--- config.mk ---
export PLATFORM = sky130hd
export DESIGN_NAME = ctm_timer
export DESIGN_NICKNAME = d
export VERILOG_FILES = /design/src/common/ctm_pkg.sv /design/src/hw/ctm_sync.sv /design/src/hw/ctm_timer.sv
export SDC_FILE = /design/constraint.sdc
export NUM_CORES = 1
export LEC_CHECK = 0
export ABC_AREA = 1
export BUFFER_PORTS_ARGS = -buffer_cell sky130_fd_sc_hd__buf_2
export CAP_MARGIN = 20
export CORE_MARGIN = 3
export CORE_UTILIZATION = 60
export DETAILED_ROUTE_END_ITERATION = 12
export GPL_ROUTABILITY_DRIVEN = 0
export HOLD_SLACK_MARGIN = 0.08
export MAX_ROUTING_LAYER = met4
export PLACE_DENSITY = 0.91
export SETUP_SLACK_MARGIN = 0.4
export SYNTH_ARGS = -nofsm -noshare
export SYNTH_HDL_FRONTEND = slang
export SYNTH_HIERARCHICAL = 1
export SYNTH_SLANG_ARGS = --single-unit
--- constraint.sdc ---
create_clock -name clk_sys -period 6.13 [get_ports clk_sys]
set_input_delay 0.9195 -clock clk_sys [delete_from_list [all_inputs] [get_ports clk_sys]]
set_output_delay 0.9195 -clock clk_sys [all_outputs]
set_load 0.03 [all_outputs]
--- src/common/ctm_pkg.sv ---
// Constants and carrier types for the compact timer with PWM modes
// Behaviour
// - Compare mode, clear select 1: A match clears
// - Compare mode: pin changes only on A flag or timer start
// - Timer on rising edge restores initial pin level
// - Compare/timer mode, clear select 1: never set P flag
// - Mode bits 11 select timer/counter mode
// - Timer/counter mode like compare, pin undriven
// - Mode bits 10 select PWM mode
// - PWM mode ignores clear select bit
// - PWM: swap bit picks period and duty registers
// - PWM: set A and P flags on matches
// - PWM: active level and output function select
// - Invert bit inverts final PWM pin level
// - Swap 0: P code period, 128 counts per step, 0 is 1024
// - Duty at or above period gives full duty
// - Swap 1: A period, P code duty
// - Counting continues while output is forced
// - 10-bit counter, zero clear value wraps
// - Output function 00 inactive, 01 active, 10 PWM
// - Compare/timer mode, clear select 0: P match or overflow clears
package ctm_pkg;
    localparam int CTM_CNT_W    = 10;
    localparam int CTM_P_W      = 3;
    localparam int CTM_P_LSB    = 7;
    localparam logic [9:0] CTM_CNT_RST  = 10'h000;
    localparam logic [9:0] CTM_CNT_MAX  = 10'h3ff;
    localparam logic [1:0] CTM_MODE_CMP = 2'h0;
    localparam logic [1:0] CTM_MODE_PWM = 2'h2;
    localparam logic [1:0] CTM_MODE_TMR = 2'h3;
    localparam logic [1:0] CTM_FN_NONE  = 2'h0;
    localparam logic [1:0] CTM_FN_LOW   = 2'h1;
    localparam logic [1:0] CTM_FN_HIGH  = 2'h2;
    localparam logic [1:0] CTM_FN_TOG   = 2'h3;
    localparam logic [1:0] CTM_PF_INACT = 2'h0;
    localparam logic [1:0] CTM_PF_ACT   = 2'h1;
    localparam logic [1:0] CTM_PF_PWM   = 2'h2;

    typedef struct packed {
        logic       timer_on_bit;
        logic       mode_select_hi;
        logic       mode_select_lo;
        logic       output_function_hi;
        logic       output_function_lo;
        logic       output_control_bit;
        logic       output_invert_bit;
        logic       period_duty_swap;
        logic       counter_clear_select;
    } ctm_ctrl_t;

    typedef struct packed {
        logic       match_a_flag;
        logic       match_p_flag;
    } ctm_flags_t;
endpackage

--- src/hw/ctm_sync.sv ---
// Two-stage synchroniser for control inputs arriving from outside
`timescale 1ns/10ps
module ctm_sync #(
    parameter int W = 1
) (
    input  wire logic         clk_sys,
    input  wire logic         rst_b,
    input  wire logic [W-1:0] d,
    output logic      [W-1:0] q
);
    logic [W-1:0] meta_r;

    initial begin
        if (W < 1) begin
            $error("ctm_sync width must be at least one");
        end
    end

    // First stage feeds only the second stage
    always_ff @(posedge clk_sys or negedge rst_b) begin
        if (!rst_b) begin
            meta_r <= '0;
            q      <= '0;
        end else begin
            meta_r <= d;
            q      <= meta_r;
        end
    end
endmodule // ctm_sync

--- src/hw/ctm_timer.sv ---
// Compact 10-bit timer: compare match, timer/counter and PWM modes
`timescale 1ns/10ps
module ctm_timer
    import ctm_pkg::*;
(
    input  wire logic        clk_sys,
    input  wire logic        rst_b,
    input  wire logic        timer_tick,
    input  wire ctm_ctrl_t   ctrl,
    input  wire logic [9:0]  compare_a_value,
    input  wire logic [2:0]  compare_p_value,
    input  wire ctm_flags_t  flag_clear,
    output ctm_flags_t       flags,
    output logic [9:0]       count,
    output logic             match_a_pulse,
    output logic             match_p_pulse,
    output logic             pin_out,
    output logic             pin_oe
);
    typedef enum logic [1:0] {
        CTM_ST_CMP,
        CTM_ST_PWM,
        CTM_ST_TMR,
        CTM_ST_IDLE
    } ctm_mode_t;

    ctm_ctrl_t    ctrl_s;
    logic         tick_s;
    logic [9:0]   cnt_r;
    logic         on_d_r;
    logic         cmp_pin_r;
    logic         pwm_act_r;
    ctm_flags_t   flags_r;
    logic         pin_r;
    logic         oe_r;
    ctm_mode_t    mode;
    logic         on_rise;
    logic         a_eq;
    logic         p_eq;
    logic         a_zero;
    logic         p_zero;
    logic [2:0]   p_step;
    logic         ovf;
    logic         clr;
    logic         set_a;
    logic         set_p;
    logic         duty_hit;
    logic [10:0]  period_len;
    logic [10:0]  duty_len;
    logic         pwm_lvl;
    logic [1:0]   fn;

    // Control bits come from software in another domain; tick is a pin
    ctm_sync #(.W($bits(ctm_ctrl_t) + 1)) u_sync (
        .clk_sys (clk_sys),
        .rst_b   (rst_b),
        .d       ({ctrl, timer_tick}),
        .q       ({ctrl_s, tick_s})
    );

    // Period or duty length for a 3-bit code: 128 per step, 0 is 1024
    function automatic logic [10:0] code_len(input logic [2:0] c);
        code_len = (c == 3'h0) ? 11'h400 : {1'b0, c, 7'h00};
    endfunction

    always_comb begin
        case ({ctrl_s.mode_select_hi, ctrl_s.mode_select_lo})
            CTM_MODE_CMP: mode = CTM_ST_CMP;
            CTM_MODE_PWM: mode = CTM_ST_PWM;
            CTM_MODE_TMR: mode = CTM_ST_TMR;
            default:      mode = CTM_ST_IDLE;
        endcase
    end

    assign fn       = {ctrl_s.output_function_hi, ctrl_s.output_function_lo};
    assign on_rise  = ctrl_s.timer_on_bit && !on_d_r;
    assign a_zero   = (compare_a_value == 10'h000);
    assign p_zero   = (compare_p_value == 3'h0);
    assign a_eq     = !a_zero && (cnt_r == compare_a_value);
    // Code n hits on the last count of n steps; code 0 wraps onto 3ff
    assign p_step   = cnt_r[9:CTM_P_LSB] + 3'h1;
    assign p_eq     = (p_step == compare_p_value)
                      && (cnt_r[CTM_P_LSB-1:0] == 7'h7f);
    assign ovf      = (cnt_r == CTM_CNT_MAX);

    // A zero lets the counter run the full 1024 counts before clearing
    assign period_len = !ctrl_s.period_duty_swap ?
                        code_len(compare_p_value) :
                        a_zero ? 11'h400 :
                        {1'b0, compare_a_value};
    assign duty_len   = ctrl_s.period_duty_swap ?
                        code_len(compare_p_value) :
                        {1'b0, compare_a_value};

    always_comb begin
        clr   = 1'b0;
        set_a = 1'b0;
        set_p = 1'b0;
        if (tick_s && ctrl_s.timer_on_bit) begin
            case (mode)
                CTM_ST_PWM: begin
                    // Clear select ignored here
                    set_a = a_eq;
                    set_p = p_eq;
                    if (ctrl_s.period_duty_swap) begin
                        clr = a_eq || (a_zero && ovf);
                    end else begin
                        clr = p_eq || (p_zero && ovf);
                    end
                end
                CTM_ST_CMP, CTM_ST_TMR: begin
                    set_a = a_eq;
                    if (ctrl_s.counter_clear_select) begin
                        clr = a_eq || (a_zero && ovf);
                    end else begin
                        set_p = p_eq;
                        clr   = p_eq || (p_zero && ovf);
                    end
                end
                default: begin
                    clr = 1'b0;
                end
            endcase
        end
    end

    assign match_a_pulse = set_a;
    assign match_p_pulse = set_p;

    always_ff @(posedge clk_sys or negedge rst_b) begin
        if (!rst_b) begin
            on_d_r <= 1'b0;
        end else begin
            on_d_r <= ctrl_s.timer_on_bit;
        end
    end

    // Counter: restart on timer on, runs in every mode incl. forced pin
    always_ff @(posedge clk_sys or negedge rst_b) begin
        if (!rst_b) begin
            cnt_r <= CTM_CNT_RST;
        end else if (on_rise) begin
            cnt_r <= CTM_CNT_RST;
        end else if (clr) begin
            cnt_r <= CTM_CNT_RST;
        end else if (tick_s && ctrl_s.timer_on_bit) begin
            cnt_r <= cnt_r + 10'h001;
        end
    end

    // Sticky flags: a set in the clear cycle wins
    always_ff @(posedge clk_sys or negedge rst_b) begin
        if (!rst_b) begin
            flags_r <= '0;
        end else begin
            flags_r.match_a_flag <= set_a ||
                (flags_r.match_a_flag && !flag_clear.match_a_flag);
            flags_r.match_p_flag <= set_p ||
                (flags_r.match_p_flag && !flag_clear.match_p_flag);
        end
    end

    // Compare pin level, loaded on timer start, otherwise moved only by the A match flag event
    always_ff @(posedge clk_sys or negedge rst_b) begin
        if (!rst_b) begin
            cmp_pin_r <= 1'b0;
        end else if (on_rise) begin
            cmp_pin_r <= ctrl_s.output_control_bit;
        end else if (mode == CTM_ST_CMP && set_a) begin
            case (fn)
                CTM_FN_LOW:  cmp_pin_r <= 1'b0;
                CTM_FN_HIGH: cmp_pin_r <= 1'b1;
                CTM_FN_TOG:  cmp_pin_r <= !cmp_pin_r;
                default:     cmp_pin_r <= cmp_pin_r;
            endcase
        end
    end

    // PWM phase: active from counter clear to duty match
    assign duty_hit = ({1'b0, cnt_r} + 11'h001 == duty_len);
    always_ff @(posedge clk_sys or negedge rst_b) begin
        if (!rst_b) begin
            pwm_act_r <= 1'b0;
        end else if (on_rise) begin
            pwm_act_r <= (duty_len != 11'h000);
        end else if (tick_s && ctrl_s.timer_on_bit) begin
            if (clr) begin
                // Zero duty never reaches a match, so start inactive
                pwm_act_r <= (duty_len != 11'h000);
            end else if (duty_hit && duty_len < period_len) begin
                pwm_act_r <= 1'b0;
            end
        end
    end

    always_comb begin
        case (fn)
            CTM_PF_INACT: pwm_lvl = 1'b0;
            CTM_PF_ACT:   pwm_lvl = 1'b1;
            CTM_PF_PWM:   pwm_lvl = pwm_act_r;
            default:      pwm_lvl = 1'b0;
        endcase
    end

    always_ff @(posedge clk_sys or negedge rst_b) begin
        if (!rst_b) begin
            pin_r <= 1'b0;
            oe_r  <= 1'b0;
        end else begin
            case (mode)
                CTM_ST_CMP: begin
                    pin_r <= cmp_pin_r ^ ctrl_s.output_invert_bit;
                    oe_r  <= 1'b1;
                end
                CTM_ST_PWM: begin
                    // Active level then final inversion
                    pin_r <= (pwm_lvl ~^ ctrl_s.output_control_bit)
                             ^ ctrl_s.output_invert_bit;
                    oe_r  <= 1'b1;
                end
                default: begin
                    pin_r <= 1'b0;
                    oe_r  <= 1'b0;
                end
            endcase
        end
    end

    assign flags   = flags_r;
    assign count   = cnt_r;
    assign pin_out = pin_r;
    assign pin_oe  = oe_r;
endmodule // ctm_timer

Word level (Yosys, flattened, before mapping). Index checks and enable logic that the tools add are counted.

$add $sub $neg: 3. Order comparisons: 1. Equal/unequal tests: 12. Multiplexer cells: 27. Bitwise operators: 3. Reductions and logical operators: 34.

Operator list (count): 2-to-1 mux 11 bit (4); 2-to-1 mux 10 bit (3); 2-to-1 mux 1 bit (14); adder 10 x 1 -> 11 bit, second input constant (1); == test 11 bit (1); < comparator 11 bit (1); nonzero test 11 bit (1); adder 10 x 1 -> 10 bit, second input constant (1); == test 10 bit (1); == test 10 bit, second input constant (1); == test 2 bit, second input constant (5); logical AND 1 bit (10); logical NOT 10 bit (1); one-hot mux 1 bit (2 select lines) (4); == test 7 bit, second input constant (1); one-hot mux 2 bit (3 select lines) (1); nonzero test 3 bit (2); logical NOT 1 bit (5); == test 2 x 1 -> 1 bit, second input constant (2); logical NOT 2 bit (2); logical OR 1 bit (4); AND reduction 2 bit (2); nonzero test 2 bit (2); nonzero test 4 bit (1); other kinds (8) (10).

Register bits after elaboration: 37. Bits of input ports: 27. Output and inout bits: 16. Word-level logic and storage cells: 90.

Depth between registers and ports, before layout.
Depth after elaboration: 10. Depth in mapped cells: 19. Depth with buffers taken out: 19.

Hierarchy. The synthesis kept the hierarchy.

Modules (own cells, without submodules): ctm_timer (times used 1, cells each 336, area each 1955.6 sq um, seq. area each 425.4 sq um); ctm_sync (times used 1, cells each 20, area each 500.5 sq um, seq. area each 500.5 sq um).

Worst setup path before layout. Ideal clock, no wire load.

Kind: input to output. From: in compare_a_value[4]. To: out match_a_pulse. Data arrival time: 2.487 ns. Required time: 5.210 ns. Path slack: 2.724 ns. Stages: 5. Path buffers: 0. Cells stage by stage: inv_1 -> nand2_1 -> nand2_1 -> or4_1 -> nor4_1.

Word-level cells in the longest chain between the ends: 5. Elaborated cells on any way between the ends: 6. Classes of those cells: eq/ne (1); mux (2); reduce/logical (3).

RTL lines: start: declaration (line ctm_timer.sv:10) `input wire logic [9:0] compare_a_value,`; logical NOT 10 bit (line ctm_timer.sv:77) `assign a_zero = (compare_a_value == 10'h000);`; logical NOT 1 bit (line ctm_timer.sv:79) `assign a_eq = !a_zero && (cnt_r == compare_a_value);`; logical AND 1 bit * (line ctm_timer.sv:79); 2-to-1 mux 1 bit * (line ctm_timer.sv:100) `case (mode)`; 2-to-1 mux 1 bit * (line ctm_timer.sv:99) `if (tick_s && ctrl_s.timer_on_bit) begin`; end: declaration (line ctm_timer.sv:15) `output logic match_a_pulse,`.

Every way passes the cells marked *; elsewhere a longest branch is shown, timed or not.

Worst setup path after layout. Ends and elaborated chain as after synthesis.

==> run_summary.xml <==
<?xml version="1.0" encoding="UTF-8"?>
<metrics>
  <group name="logic_synthesis">
    <metric name="top_area_cell_type_share_of_the_netlist_area" unit="">0.377</metric>
    <metric name="synthFlopType" unit="">sky130_fd_sc_hd__dfrtp_1</metric>
    <metric name="syn-mean-instance-area" unit="um^2">6.90</metric>
    <metric name="yosys-top-cells-area" unit="">sky130_fd_sc_hd__dfrtp_1 (38%), sky130_fd_sc_hd__nand2_1 (18%), sky130_fd_sc_hd__inv_1 (7.8%), sky130_fd_sc_hd__nand3_1 (6.7%), sky130_fd_sc_hd__ha_1 (6.1%)</metric>
    <metric name="synth_async_sr_flop_share" unit="">1.00</metric>
    <metric name="post_synth_most_frequent_cells" unit="">sky130_fd_sc_hd__nand2_1 (120), sky130_fd_sc_hd__inv_1 (51), sky130_fd_sc_hd__dfrtp_1 (37)</metric>
    <metric name="synthesis.nets" unit="">395</metric>
    <metric name="seq_area_frac_synth" unit="">0.377</metric>
    <metric name="synthDistinctLibCells" unit="">25</metric>
    <metric name="netlist_area" unit="um^2">2460</metric>
    <metric name="synth-seq-cells" unit="">37</metric>
    <metric name="post-synth-top-count-cell" unit="">sky130_fd_sc_hd__nand2_1</metric>
    <metric name="synth_warnings" unit="">6</metric>
    <metric name="synthesis.instances" unit="">356</metric>
    <metric name="yosys.area.top_type" unit="">sky130_fd_sc_hd__dfrtp_1</metric>
    <metric name="synth_enable_flop_cells" unit="">0</metric>
  </group>
  <group name="worst_setup_path">
    <metric name="cp.required" unit="ns">5.21</metric>
    <metric name="critical_path_fanout_max" unit="">3</metric>
    <metric name="crit_path_start_kind" unit="">primary input</metric>
    <metric name="rr_worst_depth" unit="">14</metric>
    <metric name="reg2reg_slack" unit="ns">3.47</metric>
    <metric name="r2r-end" unit="">pwm_act_r</metric>
    <metric name="critical_path.endpoint_type" unit="">output port</metric>
    <metric name="timing.rr.start" unit="">u_sync/q[2]</metric>
    <metric name="arrival" unit="ns">2.29</metric>
    <metric name="worst-setup-path-type" unit="">in -&gt; out</metric>
  </group>
  <group name="layout">
    <metric name="design.final.nets" unit="">440</metric>
    <metric name="final_core_utilization" unit="">0.742</metric>
    <metric name="finalNonFillerCells" unit="">450</metric>
    <metric name="n_fill_cell" unit="">295</metric>
    <metric name="drive_gt1_frac" unit="">0.164</metric>
    <metric name="layout-area-overhead-vs-synth" unit="%">14.8</metric>
    <metric name="stdcell_area" unit="um^2">2820</metric>
    <metric name="antenna-diode-count" unit="">0</metric>
    <metric name="multi_input_comb_area" unit="um^2">1300</metric>
    <metric name="regArea" unit="um^2">926</metric>
  </group>
  <group name="cts">
    <metric name="cts_root_buffer" unit="">sky130_fd_sc_hd__clkbuf_8</metric>
    <metric name="tritoncts_num_sinks" unit="">37</metric>
    <metric name="cts_resized" unit="">0</metric>
    <metric name="longest_clk_path_bufs" unit="">2</metric>
    <metric name="cts_buffers" unit="">5</metric>
    <metric name="ctsHoldBuffers" unit="">0</metric>
    <metric name="clk_pin_slew_worst_paths" unit="ns">0.07</metric>
    <metric name="cts_tree" unit="">done</metric>
    <metric name="worst_skew_pair.late_latency" unit="ns">0.30</metric>
    <metric name="cts_max_level" unit="">2</metric>
    <metric name="post_cts_setup_buffers" unit="">0</metric>
  </group>
  <group name="floorplanning">
    <metric name="die-area" unit="um^2">4900</metric>
    <metric name="dieWidth" unit="um">70.0</metric>
    <metric name="core_region_area" unit="um^2">3800</metric>
    <metric name="fp-row-count" unit="">22</metric>
    <metric name="number_of_top_level_pins" unit="">43</metric>
    <metric name="die_y" unit="um">70.0</metric>
    <metric name="initial_utilization" unit="">0.647</metric>
  </group>
  <group name="power">
    <metric name="static-leakage-power" unit="nW">1.57</metric>
    <metric name="worst_ir_drop_on_vdd" unit="uV">195</metric>
    <metric name="power_density_of_the_placed_cells" unit="nW/um^2">240</metric>
  </group>
  <group name="status">
    <metric name="status" unit="">finished, final reports clean</metric>
  </group>
  <group name="timing">
    <metric name="max_slew.worst_pin.slew" unit="ns">0.829</metric>
    <metric name="layout_min_cycle_time" unit="ns">3.21</metric>
    <metric name="slew-limit-headroom" unit="">0.447</metric>
    <metric name="final.period_utilization" unit="">0.524</metric>
    <metric name="final.setup_skew" unit="ns">0.0114</metric>
    <metric name="setup_total_negative_slack" unit="ns">0</metric>
    <metric name="finalMaxSlewViolations" unit="">0</metric>
    <metric name="clock.fmax" unit="GHz">0.311</metric>
    <metric name="setup_viol_count_final" unit="">0</metric>
    <metric name="hold_viol" unit="">0</metric>
    <metric name="grt_setup_unrepaired" unit="">false</metric>
  </group>
  <group name="detailed_routing">
    <metric name="dr_wl_met2" unit="um">2800</metric>
    <metric name="dr.max_layer_used" unit="">met4</metric>
    <metric name="wirelength_met1" unit="um">2420</metric>
    <metric name="postRouteWirelength" unit="um">6050</metric>
    <metric name="drt_first_iter_violations" unit="">216</metric>
    <metric name="num_vias" unit="">2509</metric>
    <metric name="drt-vias-per-instance" unit="">5.58</metric>
    <metric name="met3_wirelength" unit="um">639</metric>
    <metric name="post-route-drc-count" unit="">0</metric>
    <metric name="drtPass1Iterations" unit="">6</metric>
    <metric name="ant_nets" unit="">0</metric>
    <metric name="detail_route.wl_per_cell" unit="um">13.4</metric>
  </group>
  <group name="global_route">
    <metric name="grt_start_max_net_pins" unit="">38</metric>
    <metric name="grt.total_usage" unit="">0.265</metric>
    <metric name="grt_antenna_before_repair" unit="">0</metric>
    <metric name="grt_first_pass_wirelength" unit="um">10200</metric>
    <metric name="grt_pass1_vias" unit="">2377</metric>
    <metric name="grt.overflow.total" unit="">0</metric>
  </group>
  <group name="min_path">
    <metric name="timing.hold.worst_endpoint" unit="">u_sync/q[1]</metric>
    <metric name="worst_hold_startpoint" unit="">u_sync/meta_r[1]</metric>
    <metric name="min-delay-path-class" unit="">reg -&gt; reg</metric>
    <metric name="hold-path-cell-count" unit="">0</metric>
  </group>
  <group name="flow_run">
    <metric name="maxCapViolations" unit="">0</metric>
  </group>
  <group name="placement">
    <metric name="place_hpwl" unit="um">4560</metric>
    <metric name="post-place-cells" unit="">442</metric>
    <metric name="placedInstanceArea" unit="um^2">2710</metric>
    <metric name="io_buffers" unit="">42</metric>
  </group>
</metrics>
## stage by stage
stage	hold slack (ns)	total power, mW	setup slack [ns]
4_1_cts	0.351	0.675	2.93
5_1_grt	0.360	0.711	2.91
3_5_place_dp	0.335	0.458	2.94
3_3_place_gp	0.332	0.452	2.96
6_report	0.347	0.677	2.92
2_1_floorplan	0.331	0.408	2.72
## sequential cells by signal (all words and copies together) (netlist names)
register / cells
cmp_pin_r: 1
count: 10
flags: 2
on_d_r: 1
pin_oe: 1
pin_out: 1
pwm_act_r: 1
u_sync/meta_r: 10
u_sync/q: 10
## cell type report
type                    instances  share of cell area
multi-input cells             260               0.462
clock buffers                   5              0.0244
well taps                      48              0.0213
repair buffers                 42              0.0745
clock inverters                 3              0.0164
flip-flops and latches         37               0.328
inverters                      55              0.0732
## worst max path at each step
stage	from	endpoint	slack, ns
2_1_floorplan	compare_a_value[4]	match_a_pulse	2.72
3_3_place_gp	compare_a_value[4]	match_a_pulse	2.96
6_report	compare_a_value[4]	match_a_pulse	2.92
5_1_grt	compare_a_value[4]	match_a_pulse	2.91
4_1_cts	compare_a_value[4]	match_a_pulse	2.93
3_5_place_dp	compare_a_value[4]	match_a_pulse	2.94
## per-layer routing
metal,up-vias,GRT usage
met5,-,-
li1,1210,-
met1,1113,0.317
met4,0,0.126
met3,25,0.0576
met2,161,0.425
## cells by family (layout without fill, tap and decap cells)
group	Yosys count	in the layout	share of synthesized area
compound gates	35	35	0.0774
xor+xnor	6	6	0.0214
fa+ha+maj	12	12	0.0611
buf+inv	59	105	0.0927
flops	37	37	0.377
simple gates	207	207	0.370
## cell usage in the layout, fill, tap and decap left out, types with 2 or more instances in the layout
cell type	n
sky130_fd_sc_hd__nand2_1	120
sky130_fd_sc_hd__inv_1	51
sky130_fd_sc_hd__buf_2	42
sky130_fd_sc_hd__dfrtp_1	37
sky130_fd_sc_hd__nor2_1	33
sky130_fd_sc_hd__nand3_1	33
sky130_fd_sc_hd__o21ai_0	13
sky130_fd_sc_hd__o22ai_1	12
sky130_fd_sc_hd__ha_1	12
sky130_fd_sc_hd__a21oi_1	10
sky130_fd_sc_hd__clkbuf_8	5
sky130_fd_sc_hd__inv_2	4
sky130_fd_sc_hd__xor2_1	4
sky130_fd_sc_hd__nor2_4	4
sky130_fd_sc_hd__nor4_1	3
sky130_fd_sc_hd__nor3_1	3
sky130_fd_sc_hd__nand4_1	2
sky130_fd_sc_hd__xnor2_1	2
sky130_fd_sc_hd__or2_2	2
sky130_fd_sc_hd__nand2_4	2
sky130_fd_sc_hd__nand2_2	2
## worst max-delay path, cell delays in order
cell and delay [ns]:
sky130_fd_sc_hd__buf_2 0.10, sky130_fd_sc_hd__inv_1 0.06, sky130_fd_sc_hd__nand2_1 0.08, sky130_fd_sc_hd__nand2_1 0.05
sky130_fd_sc_hd__or4_1 0.52, sky130_fd_sc_hd__nor4_1 0.29, sky130_fd_sc_hd__buf_2 0.27
## power by group
part / total [mW] / leakage (nW) / switching, mW / internal, mW
clock network: 0.218 / 0.0543 / 0.0967 / 0.122
registers: 0.286 / 0.457 / 0.0238 / 0.262
logic: 0.173 / 1.06 / 0.114 / 0.0588
No activity file was read; power rests on OpenSTA's default activity.
